**src/sas_consts.vh**
```
`ifndef SAS_CONSTS_VH
`define SAS_CONSTS_VH

// ****************************************
// register bus offsets
// ****************************************
`define SAS_ADDR_W 4
`define SAS_OFS_CONFIG 4'h0
`define SAS_OFS_TOP 4'h1
`define SAS_OFS_NEXT 4'h2
`define SAS_CARRY_BIT 0

// ****************************************
// reset values
// ****************************************
`define SAS_RST_WORD 16'h0000
`define SAS_RST_CARRY 1'h0

// ****************************************
// alu function field
// ****************************************
`define SAS_FN_AND 4'h2
`define SAS_FN_NOR 4'h3
`define SAS_FN_OR 4'h5
`define SAS_FN_NAND 4'h6
`define SAS_FN_XOR 4'h9
`define SAS_FN_XNOR 4'hB
`define SAS_FN_ADD 4'h8
`define SAS_FN_ADDC 4'h7
`define SAS_FN_SUB 4'hC
`define SAS_FN_SUBB 4'hD
`define SAS_FN_RSUB 4'h4
`define SAS_FN_RSUBB 4'hA

// ****************************************
// shift field
// ****************************************
`define SAS_SH_NONE 4'h0
`define SAS_SH_SIGN_EXTEND 4'h1
`define SAS_SH_LEFT 4'h2
`define SAS_SH_ROTATE_LEFT 4'h3
`define SAS_SH_RIGHT_FROM_CARRY 4'h4
`define SAS_SH_ROTATE_RIGHT 4'h5
`define SAS_SH_LOGICAL_RIGHT 4'h6
`define SAS_SH_ARITH_RIGHT 4'h7
`define SAS_SH_LOWER_LEFT 4'h8
`define SAS_SH_LOWER_ROTATE_LEFT 4'h9

`endif

```
**src/sas_unused_placeholder_none.v**
```verilog
`timescale 1ns/1ps
`default_nettype none
`default_nettype wire
```
**src/sas_stack_alu_shifter.v**
```verilog
// Summary of operation
// - top combines with operand, result into top
// - all single step operations take one cycle
// - function codes select six boolean operations
// - boolean operations ignore and keep carry
// - carry sits in config bit 0, read/write
// - add/subtract set carry; three variants use it
// - add sums inputs plus optional carry
// - subtract adds ones complement, carry 0 borrow
// - shift field picks one-bit shift before write-back
// - 32-bit form: top upper, second lower word
// - codes below eight touch top only
// - code 0000 passes result and alu carry, keeps second
// - code 0001 fills top with sign bit
// - code 0010 left shift, zero in, msb carry
// - code 0011 left shift, carry in, msb carry
// - code 0100 right shift, carry in, carry cleared
// - code 0101 right rotate through carry
// - code 0110 logical right shift, carry cleared
// - code 0111 arithmetic right, msb into carry
// - code 1000 shifts second left, zero in
// - code 1001 shifts second left, carry in
//
// Local design decisions: the register offsets and the plain strobed port.
`timescale 1ns/1ps
`default_nettype none
`include "sas_consts.vh"

module sas_stack_alu_shifter (
   input wire CLK,
   input wire RESET,
   input wire EXEC,
   input wire [3:0] ALU_FUNC,
   input wire [3:0] SHIFT_SEL,
   input wire USE_ALT_OPERAND,
   input wire [15:0] ALT_OPERAND,
   input wire TOP_LOAD,
   input wire [15:0] TOP_IN,
   input wire NEXT_LOAD,
   input wire [15:0] NEXT_IN,
   input wire [3:0] ADDR,
   input wire [15:0] WDATA,
   input wire WR,
   input wire RD,
   output reg [15:0] RDATA,
   output wire [15:0] TOP,
   output wire [15:0] NEXT,
   output wire CARRY
);

   // ****************************************
   // decode helpers
   // ****************************************
   // true for the functions that drive the adder
   function is_arith;
      input [3:0] fn;
      begin
         is_arith = (fn == `SAS_FN_ADD) || (fn == `SAS_FN_ADDC) || (fn == `SAS_FN_SUB) ||
            (fn == `SAS_FN_SUBB) || (fn == `SAS_FN_RSUB) || (fn == `SAS_FN_RSUBB);
      end
   endfunction

   // true for the six bitwise functions, which never touch the carry
   function is_bool;
      input [3:0] fn;
      begin
         is_bool = (fn == `SAS_FN_AND) || (fn == `SAS_FN_NOR) || (fn == `SAS_FN_OR) ||
            (fn == `SAS_FN_NAND) || (fn == `SAS_FN_XOR) || (fn == `SAS_FN_XNOR);
      end
   endfunction

   // ****************************************
   // state and intermediates
   // ****************************************
   // stored words and carry, with the next values the shift stage builds for them
   reg [15:0] top_r;
   reg [15:0] next_r;
   reg carry_flag_r;
   reg [15:0] top_nxt;
   reg [15:0] next_nxt;
   reg carry_flag_nxt;
   // alu operands and results, all combinational
   reg [15:0] alu_y;
   reg [15:0] add_a;
   reg [15:0] add_b;
   reg add_cin;
   wire [16:0] add_sum;
   reg [15:0] alu_z;
   reg alu_cy;

   // ****************************************
   // decoded controls
   // ****************************************
   // the adder result and carry are only used for the six arithmetic codes
   wire op_arith;
   // bitwise codes leave the carry alone, so no carry path is needed for them
   wire op_bool;
   // a carry write lands only while no operation runs in the same cycle
   wire cfg_write;
   // stack loads are the stack logic's moves between operations
   wire stack_idle;
   assign op_arith = is_arith(ALU_FUNC);
   assign op_bool = is_bool(ALU_FUNC);
   assign cfg_write = WR && (ADDR == `SAS_OFS_CONFIG);
   assign stack_idle = ~EXEC;

   // ****************************************
   // bitwise slices
   // ****************************************
   // one slice per bit; each slice offers all six bitwise results
   // costs a few more gates than a shared mux, but keeps each bit's path short
   wire [15:0] bit_and;
   wire [15:0] bit_nor;
   wire [15:0] bit_or;
   wire [15:0] bit_nand;
   wire [15:0] bit_xor;
   wire [15:0] bit_xnor;
   genvar g;
   generate
      for (g = 0; g < 16; g = g + 1) begin : g_slice
         assign bit_and[g] = top_r[g] & alu_y[g];
         assign bit_nor[g] = ~(top_r[g] | alu_y[g]);
         assign bit_or[g] = top_r[g] | alu_y[g];
         assign bit_nand[g] = ~(top_r[g] & alu_y[g]);
         assign bit_xor[g] = top_r[g] ^ alu_y[g];
         assign bit_xnor[g] = ~(top_r[g] ^ alu_y[g]);
      end
   endgenerate

   // ****************************************
   // alu stage
   // ****************************************
   // second operand: the second register unless the decoder picks another
   always @* begin
      alu_y = USE_ALT_OPERAND ? ALT_OPERAND : next_r;
   end

   // adder inputs; subtraction inverts the subtrahend
   // a plain subtract feeds carry-in 1 to finish the twos complement,
   // the borrow forms feed the stored carry, so carry 0 means borrow
   always @* begin
      add_a = top_r;
      add_b = alu_y;
      add_cin = 1'h0;
      case (ALU_FUNC)
         `SAS_FN_ADD: begin
            add_cin = 1'h0;
         end
         `SAS_FN_ADDC: begin
            add_cin = carry_flag_r;
         end
         `SAS_FN_SUB: begin
            add_b = ~alu_y;
            add_cin = 1'h1;
         end
         `SAS_FN_SUBB: begin
            add_b = ~alu_y;
            add_cin = carry_flag_r;
         end
         `SAS_FN_RSUB: begin
            add_a = alu_y;
            add_b = ~top_r;
            add_cin = 1'h1;
         end
         `SAS_FN_RSUBB: begin
            add_a = alu_y;
            add_b = ~top_r;
            add_cin = carry_flag_r;
         end
         default: begin
            add_cin = 1'h0;
         end
      endcase
   end

   // the 17th bit is the adder carry-out
   assign add_sum = {1'h0, add_a} + {1'h0, add_b} + {16'h0000, add_cin};

   // result and carry of the alu stage, before any shift
   always @* begin
      alu_cy = carry_flag_r;
      alu_z = top_r;
      if (op_arith) begin
         alu_z = add_sum[15:0];
         alu_cy = add_sum[16];
      end else if (op_bool) begin
         case (ALU_FUNC)
            `SAS_FN_AND: begin
               alu_z = bit_and;
            end
            `SAS_FN_NOR: begin
               alu_z = bit_nor;
            end
            `SAS_FN_OR: begin
               alu_z = bit_or;
            end
            `SAS_FN_NAND: begin
               alu_z = bit_nand;
            end
            `SAS_FN_XOR: begin
               alu_z = bit_xor;
            end
            `SAS_FN_XNOR: begin
               alu_z = bit_xnor;
            end
            default: begin
               alu_z = top_r;
            end
         endcase
      end else begin
         // unused codes pass top and keep the carry
         alu_z = top_r;
      end
   end

   // ****************************************
   // shift stage and write-back selection
   // ****************************************
   // shift sees this cycle's alu carry, not the stored one, since both land on one edge
   always @* begin
      top_nxt = top_r;
      next_nxt = next_r;
      carry_flag_nxt = carry_flag_r;
      if (EXEC) begin
         top_nxt = alu_z;
         next_nxt = next_r;
         carry_flag_nxt = alu_cy;
         case (SHIFT_SEL)
            // result straight through
            `SAS_SH_NONE: begin
               top_nxt = alu_z;
               next_nxt = next_r;
               carry_flag_nxt = alu_cy;
            end
            // sign of the result copied into every bit
            `SAS_SH_SIGN_EXTEND: begin
               top_nxt = {16{alu_z[15]}};
               next_nxt = next_r;
               carry_flag_nxt = alu_cy;
            end
            // left, zero in, msb out to carry
            `SAS_SH_LEFT: begin
               top_nxt = {alu_z[14:0], 1'h0};
               next_nxt = next_r;
               carry_flag_nxt = alu_z[15];
            end
            // left, alu carry in, msb out to carry
            `SAS_SH_ROTATE_LEFT: begin
               top_nxt = {alu_z[14:0], alu_cy};
               next_nxt = next_r;
               carry_flag_nxt = alu_z[15];
            end
            // right, alu carry in at the top, carry cleared
            `SAS_SH_RIGHT_FROM_CARRY: begin
               top_nxt = {alu_cy, alu_z[15:1]};
               next_nxt = next_r;
               carry_flag_nxt = 1'h0;
            end
            // right through the carry
            `SAS_SH_ROTATE_RIGHT: begin
               top_nxt = {alu_cy, alu_z[15:1]};
               next_nxt = next_r;
               carry_flag_nxt = alu_z[0];
            end
            // right, zero in, carry cleared
            `SAS_SH_LOGICAL_RIGHT: begin
               top_nxt = {1'h0, alu_z[15:1]};
               next_nxt = next_r;
               carry_flag_nxt = 1'h0;
            end
            // right, sign kept and copied into the carry
            `SAS_SH_ARITH_RIGHT: begin
               top_nxt = {alu_z[15], alu_z[15:1]};
               next_nxt = next_r;
               carry_flag_nxt = alu_z[15];
            end
            // second word left, zero in; top takes the plain result
            `SAS_SH_LOWER_LEFT: begin
               top_nxt = alu_z;
               next_nxt = {next_r[14:0], 1'h0};
               carry_flag_nxt = alu_cy;
            end
            // second word left, alu carry in
            `SAS_SH_LOWER_ROTATE_LEFT: begin
               top_nxt = alu_z;
               next_nxt = {next_r[14:0], alu_cy};
               carry_flag_nxt = alu_cy;
            end
            // wider 32-bit codes are not built; they fall back to no shift
            default: begin
               top_nxt = alu_z;
               next_nxt = next_r;
               carry_flag_nxt = alu_cy;
            end
         endcase
      end else if (stack_idle) begin
         // stack logic moves words only while no operation runs
         if (TOP_LOAD) begin
            top_nxt = TOP_IN;
         end
         if (NEXT_LOAD) begin
            next_nxt = NEXT_IN;
         end
         // software may set the carry; an executing operation wins over it
         if (cfg_write) begin
            carry_flag_nxt = WDATA[`SAS_CARRY_BIT];
         end
      end
   end

   // ****************************************
   // state registers
   // ****************************************
   // top word; shares its edge with second and carry so the op stays single cycle
   always @(posedge CLK) begin
      if (RESET) begin
         top_r <= `SAS_RST_WORD;
      end else begin
         top_r <= top_nxt;
      end
   end

   // second word, moved only by the lower-word shifts or a stack load
   always @(posedge CLK) begin
      if (RESET) begin
         next_r <= `SAS_RST_WORD;
      end else begin
         next_r <= next_nxt;
      end
   end

   // carry flag; written by the alu, the shift stage or a config write
   always @(posedge CLK) begin
      if (RESET) begin
         carry_flag_r <= `SAS_RST_CARRY;
      end else begin
         carry_flag_r <= carry_flag_nxt;
      end
   end

   // ****************************************
   // register read port
   // ****************************************
   // read data valid the cycle after the strobe; unmapped reads give zero
   always @(posedge CLK) begin
      if (RESET) begin
         RDATA <= 16'h0000;
      end else if (RD) begin
         case (ADDR)
            `SAS_OFS_CONFIG: RDATA <= {15'h0000, carry_flag_r};
            `SAS_OFS_TOP: RDATA <= top_r;
            `SAS_OFS_NEXT: RDATA <= next_r;
            default: RDATA <= 16'h0000;
         endcase
      end else begin
         RDATA <= 16'h0000;
      end
   end

   // ****************************************
   // outputs
   // ****************************************
   // straight from the flip-flops, so the decoder sees settled words
   assign TOP = top_r;
   assign NEXT = next_r;
   assign CARRY = carry_flag_r;

endmodule // sas_stack_alu_shifter
`default_nettype wire

```
**config.mk**
```make
export PLATFORM = sky130hd
export DESIGN_NAME = sas_stack_alu_shifter
export DESIGN_NICKNAME = d
export VERILOG_FILES = /design/src/sas_unused_placeholder_none.v /design/src/sas_stack_alu_shifter.v
export VERILOG_INCLUDE_DIRS = /design/src /design/src/src
export SDC_FILE = /design/constraint.sdc
export NUM_CORES = 1
export LEC_CHECK = 0
export BUFFER_PORTS_ARGS = -buffer_cell sky130_fd_sc_hd__buf_2
export CAP_MARGIN = 15
export CORE_ASPECT_RATIO = 0.9
export CORE_MARGIN = 2
export CORE_UTILIZATION = 55
export CTS_BUF_LIST = sky130_fd_sc_hd__clkbuf_4 sky130_fd_sc_hd__clkbuf_8 sky130_fd_sc_hd__clkbuf_16
export DETAILED_ROUTE_END_ITERATION = 7
export HOLD_SLACK_MARGIN = 0.12
export PLACE_DENSITY = 0.83
export REMOVE_ABC_BUFFERS = 1
export SYNTH_ARGS = -nofsm -noshare
export SYNTH_HDL_FRONTEND = slang
export SYNTH_SLANG_ARGS = --single-unit
```
**constraint.sdc**
```tcl
create_clock -name CLK -period 5.5 [get_ports CLK]
set_clock_uncertainty 0.1 [all_clocks]
set_input_delay 0.55 -clock CLK [delete_from_list [all_inputs] [get_ports CLK]]
set_output_delay 0.55 -clock CLK [all_outputs]
set_load 0.01 [all_outputs]
```
==> impl_metrics.ini, run 1 <==
[global_routing]
grt_max_degree = 43
grt_pass1_wl_um = 30050
grt-ovfl-total = 0
track_usage = 0.3226
grt_pass1_vias = 5833
antenna_found_initial = 0

[power_and_ir_drop]
ir_worst_vdd_uv = 178.3
power_density_nw_per_um2 = 227.2
p_seq_frac = 0.286
power_switching_share = 0.4135
p_sw_mw = 0.6233
p_leak_nw = 2.987
power.share.clock = 0.245
p_int_mw = 0.8840
combinationalPowerShare = 0.469

[clock_network]
htree_levels = 2
cts-root-buf = clkbuf_16
clock_latency_ns = 0.30
clockBufferDepth = 2
cts.repair.resized = 0
numCtsBuffers = 5
post-cts-setup-buffers = 0
cts_sinks = 49
hold_buffers = 0
cts_tree = done
clkTransAtPathRegs_ns = 0.07

[timing]
slew_headroom = 0.2734
fmax_mhz = 220.5
fin_crit_ns = 4.535
tightestPinTransition_ns = 1.086
rsz0062_at_grt = false
finalMaxSlewViolations = 0
setup_violations = 0
tns_ns = 0
hold_ws_ns = 0.4211
hold_viol = 0
finalCritPeriodShare = 0.8245

[logic_synthesis]
synth_top_cell_by_area = dfxtp_1
ys.flop_type = dfxtp_1
syn-cell-area_sq_um = 5897
yosysMostFrequentCell = nand2_1
synthDistinctLibCells = 83
synthCells = 794
synthArstFlopShare = 0
synth_edf_count = 0
yosysTopAreaCellShare = 0.1663
synthTopCellsByCount = 92 x nand2_1, 66 x nor2_1, 60 x a21oi_1, 60 x o21ai_0, 49 x dfxtp_1
yosysWarnings = 0
synth.avg_cell_area_sq_um = 7.427
yosys_register_bits = 49
synth_area_leaders = dfxtp_1 17%, ha_1 10%, mux2i_1 7.8%, nand2_1 5.9%, a21oi_1 5.1%
synth_seq_area_share = 0.1663

[run_status]
outcome = complete, but fails checks
failed_checks = design-rule violations

[cells_and_area]
fillers = 906
fin_nets = 1005
final_cells = 1002
multi_input_area_sq_um = 4459
syn2layout_area_growth_pct = 12.50
drive_gt1_frac = 0.1913
diodes = 0
final_cell_area_sq_um = 6634
regArea_sq_um = 980.9
final_util = 0.6419

[setup_path]
regToRegEndpoint = TOP[15]
crit_fanout = 20
crit_type = primary input to register
r2r_cells = 13
cp-start-kind = primary input
ff2ff_setup_slack_ns = 1.57
crit_arrival_ns = 4.62
critical_path_required_ns = 5.59
critical_path.startpoint = ALU_FUNC[2]
endpoint_kind = register
rr_startpoint = NEXT[0]

[die]
std_cell_rows = 35
dieArea_sq_um = 11570
pin_count = 133
die_h_um = 102.2
start_util = 0.5706
coreArea_sq_um = 10330
die_w_um = 113.1

[place]
dpl.cell_count = 994
dpl.hpwl_um = 14170
port_buffers = 117
gp_congestion = 1.006
dpl_cell_area_sq_um = 6457

[worst_hold_path]
hold_path.startpoint = TOP_IN[1]
hold_class = primary input to register
min_to = TOP[1]
min_path_cells = 3

[detailed_routing]
route.detailed.drc = 9
wl_per_cell_um = 19.09
firstDrtPassIters = 8
antenna_left = 0
viasPerCell = 6.594
vias = 6607
wl_um = 19130
dr.first_iter.drc_count = 831

[job]
maxCapViolations = 0
[sequential cells by signal (all words and copies together), names as in the netlist]
register,flops
CARRY,1
RDATA,16
NEXT,16
TOP,16
[critical path, cell delays in order]
cell,delay [ns]
buf_2,0.33
buf_4,0.28
nand3b_1,0.26
a21boi_0,0.24
o21ai_0,0.09
o21ai_0,0.13
fa_1,0.29
inv_1,0.08
fa_1,0.46
nand2b_1,0.18
a21oi_1,0.33
o21a_1,0.30
o2111ai_1,0.13
a21oi_1,0.50
a22oi_1,0.14
a221oi_1,0.32
[routing by layer]
| layer | global-route usage | vias to the layer above | share of wire |
|---|---|---|---|
| met5 | 0 | - | 0 |
| met3 | 0.05872 | 53 | 0.10 |
| li1 | - | 3133 | - |
| met1 | 0.4470 | 3020 | 0.43 |
| met2 | 0.5090 | 401 | 0.44 |
| met4 | 0.1088 | 0 | 0.034 |
[per-stage QoR]
stage	setup slack, ns	power [mW]
finish	0.9654	1.507
global route	0.6456	1.589
CTS	1.096	1.486
detailed placement	0.8446	1.120
global placement	0.8733	1.108
floorplan	0.8214	0.8947
[logic make-up after synthesis]
group | after synthesis | share of synthesized area
DFF | 49 | 0.1663
muxes | 47 | 0.07999
AOI/OAI and AO/OA | 303 | 0.3715
xor gates and xnor gates | 6 | 0.008911
buffers and inverters | 105 | 0.07851
and+or+nand+nor | 235 | 0.1882
adders and majority gates | 49 | 0.1065
[layout make-up]
type,instances,share of cell area
multi-input combinational,640,0.6722
timing repair buffer,130,0.1030
inverter,46,0.02603
clock buffer,6,0.02094
tap,129,0.02433
sequential,49,0.1479
clock inverter,2,0.005658
[power groups by stage]
stage	Clock, mW	Sequential (mW)	Combinational [mW]
finish	0.369	0.431	0.707
global route	0.381	0.434	0.775
CTS	0.367	0.430	0.688
detailed placement	0	0.436	0.683
global placement	0	0.437	0.671
floorplan	0	0.428	0.466
[how the worst max path moves through the flow]
stage                    to  slack (ns)  cells past startpoint
global placement    TOP[15]        0.87                     16
floorplan           TOP[11]        0.82                     16
CTS                 TOP[15]        1.10                     17
detailed placement  TOP[15]        0.84                     17
finish              TOP[15]        0.97                     16
global route        TOP[15]        0.65                     18
[placed cells by master, fill, tap and decap left out, drive strengths merged, types with 11 or more instances in the layout]
cell    count
o21ai      63
nor3       11
nor2b      11
inv        46
buf       130
nor2       67
o221ai     22
nand2      93
dfxtp      49
nand2b     15
a31oi      16
ha         47
a22oi      28
mux2i      46
a211oi     19
a21oi      60
(Power assumes the default switching activity.)
==> run 2: changes to the inputs <==
--- a/config.mk
+++ b/config.mk
@@ -10,11 +10,11 @@
 export CAP_MARGIN = 15
 export CORE_ASPECT_RATIO = 0.9
 export CORE_MARGIN = 2
-export CORE_UTILIZATION = 55
+export CORE_UTILIZATION = 51
 export CTS_BUF_LIST = sky130_fd_sc_hd__clkbuf_4 sky130_fd_sc_hd__clkbuf_8 sky130_fd_sc_hd__clkbuf_16
 export DETAILED_ROUTE_END_ITERATION = 7
 export HOLD_SLACK_MARGIN = 0.12
-export PLACE_DENSITY = 0.83
+export PLACE_DENSITY = 0.81
 export REMOVE_ABC_BUFFERS = 1
 export SYNTH_ARGS = -nofsm -noshare
 export SYNTH_HDL_FRONTEND = slang
==> constraint.sdc (replaced) <==
create_clock -name CLK -period 3.9 [get_ports CLK]
set_clock_uncertainty 0.1 [all_clocks]
set_input_delay 0.39 -clock CLK [delete_from_list [all_inputs] [get_ports CLK]]
set_output_delay 0.39 -clock CLK [all_outputs]
set_load 0.01 [all_outputs]
==> run 2 against run 1 <==
Compared with the run above:
- the run now ends clean
- wire length up 4.3%
- via count increased by 5.3%
- register-to-register slack got worse by 1.1 ns
- highest routed layer unchanged
==> impl_metrics.ini, run 2 (synthesis gave the netlist of run 1 again) <==
[run_status]
outcome = completed

[clock_network]
numCtsBuffers = 5
htree_levels = 2
clockBufferDepth = 2
cts_sinks = 49
cts_tree = done
clock_latency_ns = 0.30
post-cts-setup-buffers = 0
clkTransAtPathRegs_ns = 0.07
hold_buffers = 0
cts-root-buf = clkbuf_16

[timing]
setup_slack_ns = 0.1501
setup_violations = 0
slew_headroom = 0.2951
tns_ns = 0
finalMaxSlewViolations = 0
hold_viol = 0
finalCritPeriodShare = 0.9615
rsz0062_at_grt = false
fin_crit_ns = 3.750
hold_ws_ns = 0.2734
tightestPinTransition_ns = 1.055
fmax_mhz = 266.7

[setup_path]
crit_fanout = 18
ff2ff_setup_slack_ns = 0.51
r2r_cells = 15
regToRegEndpoint = TOP[3]
rr_startpoint = NEXT[0]
timing.critical_path.mode_cell = buf_4
crit_type = primary input to register
crit_chain = buf_2 -> inv_2 -> or3_1 -> nand2_1 -> nand2_1 -> buf_4 -> buf_4 -> o221ai_1 -> ha_1 -> a21o_1 -> a211o_1 -> nor3_1 -> nor4_1 -> buf_4 -> o31a_4 -> nor2_4 -> a21oi_1
cp_slowest_cell = o31a_4
cp-start-kind = primary input
crit_arrival_ns = 3.82
slowest_delay_ns = 0.41
critical_path_required_ns = 3.97
crit_buf_inv = 5
endpoint_kind = register
crit_family = compound AO/OA/AOI/OAI gates

[global_routing]
grt-ovfl-total = 0
antenna_found_initial = 0
grt_pass1_vias = 6348
grt_max_degree = 43
track_usage = 0.3101
grt_pass1_wl_um = 31880

[worst_hold_path]
min_path_cells = 3
hold_path.startpoint = TOP_IN[1]
min_to = TOP[1]
hold_class = primary input to register

[place]
dpl.cell_count = 1093
gp_congestion = 0.9719
port_buffers = 117
dp_slack_ns = -0.05170
dpl.hpwl_um = 15240

[die]
std_cell_rows = 37
die_h_um = 106.0
start_util = 0.5199
coreArea_sq_um = 11340
dieArea_sq_um = 12440
pin_count = 133
die_w_um = 117.3

[cells_and_area]
fillers = 981
final_common_cell = buf_2
final_cells = 1102
multi_input_area_sq_um = 4476
drive_gt1_frac = 0.2558
fin_nets = 1078
regArea_sq_um = 980.9
mostFrequentLayoutCells = 117 x buf_2, 92 x nand2_1, 84 x buf_4
syn2layout_area_growth_pct = 22.72
diodes = 0

[detailed_routing]
viasPerCell = 6.316
dr.first_iter.drc_count = 840
vias = 6960
firstDrtPassIters = 6
wl_um = 19950
antenna_left = 0
route.detailed.drc = 0
wl_per_cell_um = 18.11

[power_and_ir_drop]
p_leak_nw = 3.341
ir_worst_vdd_uv = 258.2
power_mw = 2.278
power_density_nw_per_um2 = 314.8

[job]
maxCapViolations = 0
## run 2: changes by cell type in the layout (fill, tap and decap cells not counted), sizes merged
cell / delta
buf: +72
nor2: +1
## run 2: area by class of cell
| cell class | count | area share |
|---|---|---|
| timing repair buffer | 202 | 0.1708 |
| tap | 156 | 0.02697 |
| multi-input combinational | 641 | 0.6184 |
| inverter | 46 | 0.02386 |
| sequential | 49 | 0.1355 |
| clock inverter | 2 | 0.005187 |
| clock buffer | 6 | 0.01919 |
## run 2: how the worst max path moves through the flow
stage | startpoint | end | slack [ns] | cells past startpoint
floorplan | ALU_FUNC[3] | TOP[11] | -0.62 | 16
global placement | ALU_FUNC[2] | TOP[14] | 0.004 | 17
detailed placement | ALU_FUNC[2] | TOP[12] | -0.05 | 17
CTS | ALU_FUNC[2] | TOP[15] | 0.19 | 17
global route | ALU_FUNC[2] | TOP[10] | 0.007 | 17
finish | ALU_FUNC[2] | TOP[3] | 0.15 | 17
## run 2: report_power, final
group | leakage, nW | internal [mW] | switching, mW
Clock | 0.0831 | 0.320 | 0.194
Sequential | 0.402 | 0.534 | 0.0724
Combinational | 2.86 | 0.509 | 0.649
Total | 3.34 | 1.36 | 0.915
## run 2: metal layers
| metal | vias up | track usage | part of all wire |
|---|---|---|---|
| met5 | - | 0 | 0 |
| li1 | 3272 | - | - |
| met4 | 0 | 0.1377 | 0.045 |
| met2 | 411 | 0.4866 | 0.43 |
| met3 | 67 | 0.06867 | 0.10 |
| met1 | 3210 | 0.4095 | 0.42 |
## run 2: through the flow
step,cell area [sq um],utilization
2_1_floorplan,5607,-
3_3_place_gp,7044,0.6211
3_5_place_dp,7044,0.6211
4_1_cts,7221,0.6366
5_1_grt,7237,0.6381
6_report,7237,0.6381
## run 2: worst reg2reg max path: stages, from the launching register on
cell and delay [ns]:
dfxtp_1 0.40, mux2i_1 0.10, buf_4 0.17, nand2_1 0.06, o221ai_1 0.12, fa_1 0.45
buf_4 0.15, a211oi_1 0.20, buf_4 0.16, o211ai_4 0.10, a211oi_2 0.24, nor4_1 0.09
buf_4 0.15, o31a_4 0.41, nor2_4 0.24, a21oi_1 0.12
## run 2: timing repair
item | CTS | global route
resized for setup | 0 | 2
setup endpoints to repair | 0 | 11
endpoints found under the hold margin | 0 | 0
==> run 3: changes to the inputs <==
--- a/config.mk
+++ b/config.mk
@@ -16,6 +16,7 @@
 export HOLD_SLACK_MARGIN = 0.12
 export PLACE_DENSITY = 0.81
 export REMOVE_ABC_BUFFERS = 1
+export SETUP_SLACK_MARGIN = 0.3
 export SYNTH_ARGS = -nofsm -noshare
 export SYNTH_HDL_FRONTEND = slang
 export SYNTH_SLANG_ARGS = --single-unit
==> run 3 against run 2 <==
Compared with the run above:
- sequential power is essentially flat
- final cell count grew 0.73%
- critical path depth grew 2
- sequential share of layout area shrank 0.55 points
- worst setup slack gained 0.18 ns
- fmax grew 5.1%
- total power grew 4.3%
- utilization grew 2.7 points
- final area grew 4.3%
- register-to-register slack gained 0.02 ns
==> impl_metrics.ini, run 3 (synthesis gave the netlist of run 1 again) <==
[run_status]
outcome = completed

[detailed_routing]
vias = 7114
firstDrtPassIters = 7
wl_um = 20740
met3_length_um = 2219
route.detailed.drc = 0
wl_met2_um = 9049
dr.first_iter.drc_count = 943
wl_met1_um = 8457
route.top_layer_used = met4
antenna_left = 0
wl_per_cell_um = 18.68
viasPerCell = 6.409

[cells_and_area]
final_cells = 1110
fin_nets = 1086
final_common_cell = buf_2
diodes = 0
syn2layout_area_growth_pct = 27.94
fillers = 923
drive_gt1_frac = 0.2914
mostFrequentLayoutCells = 116 x buf_2, 89 x nand2_1, 83 x buf_4

[clock_network]
clockBufferDepth = 2
cts_tree = done
clock_latency_ns = 0.30
cts_sinks = 49
numCtsBuffers = 5
htree_levels = 2
clkTransAtPathRegs_ns = 0.07
cts-root-buf = clkbuf_16

[job]
maxCapViolations = 0

[worst_hold_path]
hold_class = primary input to register

[setup_path]
critical_path.startpoint = ALU_FUNC[2]
rr_startpoint = NEXT[2]
endpoint_kind = register
cp-start-kind = primary input
r2r_cells = 13
ff2ff_setup_slack_ns = 0.53
critical_path_required_ns = 3.98
crit_fanout = 7
crit_arrival_ns = 3.65
crit_type = primary input to register
regToRegEndpoint = TOP[11]
endpoint = TOP[11]

[timing]
hold_viol = 0
fin_crit_ns = 3.568
fmax_mhz = 280.3
tightestPinTransition_ns = 1.051
hold_ws_ns = 0.2732
slew_headroom = 0.2973
finalMaxSlewViolations = 0
tns_ns = 0
setup_violations = 0
rsz0062_at_grt = true
finalCritPeriodShare = 0.9148

[global_routing]
antenna_found_initial = 0
grt_pass1_vias = 6364
track_usage = 0.3114
grt_max_degree = 43
grt-ovfl-total = 0
grt_pass1_wl_um = 32060

[die]
die_h_um = 106.0
std_cell_rows = 37
dieArea_sq_um = 12440
start_util = 0.5199
coreArea_sq_um = 11340
pin_count = 133
die_w_um = 117.3

[place]
dpl.hpwl_um = 15240
dpl.cell_count = 1093
port_buffers = 117
gp_congestion = 0.9719

[power_and_ir_drop]
ir_worst_vdd_uv = 259.1
p_leak_nw = 3.431
power_density_nw_per_um2 = 315.0
power_mw = 2.377
run 3: changes by cell type in the layout (fill, tap and decap cells not counted), moves of 5 or more:
cell / previous run / this run
o21ai_0: 60 / 52
o221ai_1: 21 / 15
o221ai_2: 1 / 6
o21ai_1: 2 / 7
buf_6: 0 / 7
run 3: timing repair:
item	4_1_cts	5_1_grt
hold buffers	0	0
endpoints found under the setup margin	17	18
pin swaps	2	23
cloned	1	1
buffers inserted	0	7
gates resized for setup	3	58
run 3: metrics by stage:
| step | cell area (sq um) | util | setup WS (ns) |
|---|---|---|---|
| after floorplan | 5607 | - | -0.6186 |
| after global placement | 7044 | 0.6211 | 0.004305 |
| after detailed placement | 7044 | 0.6211 | -0.05170 |
| after CTS | 7243 | 0.6386 | 0.3327 |
| after global routing | 7545 | 0.6652 | 0.2375 |
| final | 7545 | 0.6652 | 0.3324 |
run 3: layer usage:
layer / vias to the layer above / global-route usage
met1: 3276 / 0.4114
met5: - / 0
met4: 0 / 0.1377
li1: 3287 / -
met2: 473 / 0.4883
met3: 78 / 0.06921
run 3: critical path: stages:
cell,delay (ns)
buf_8,0.09
inv_4,0.03
or3_4,0.40
nand2_4,0.11
nand2_8,0.08
o21ai_4,0.09
buf_6,0.17
o221ai_2,0.10
ha_1,0.33
o211ai_1,0.10
buf_4,0.16
o211ai_4,0.20
a211oi_2,0.12
buf_4,0.15
o31a_1,0.32
o31a_4,0.42
buf_6,0.14
a211oi_2,0.16
o32ai_1,0.10
run 3: how the worst min path moves through the flow:
stage,startpoint,endpoint,slack (ns),depth (start not counted)
5_1_grt,TOP_IN[1],TOP[1],0.27,3
2_1_floorplan,RESET,TOP[4],0.35,1
4_1_cts,TOP_IN[1],TOP[1],0.28,3
3_3_place_gp,NEXT[4],NEXT[4],0.43,2
3_5_place_dp,NEXT[1],NEXT[1],0.44,2
6_report,NEXT_IN[0],NEXT[0],0.27,3
run 3: report_power, final:
group	leakage [nW]	total, mW	switching (mW)	internal, mW
registers	0.402	0.609	0.0750	0.534
clock network	0.0831	0.517	0.197	0.320
logic	2.95	1.25	0.693	0.557
total	3.43	2.38	0.965	1.41
run 3: final cells by class:
type / instances / area, sq um / area share
Inverter: 46 / 175.2 / 0.02322
Multi-Input combinational cell: 641 / 4654 / 0.6169
Clock inverter: 2 / 37.54 / 0.004975
Tap cell: 156 / 195.2 / 0.02587
Timing Repair Buffer: 210 / 1363 / 0.1806
Sequential cell: 49 / 980.9 / 0.1300
Clock buffer: 6 / 138.9 / 0.01841
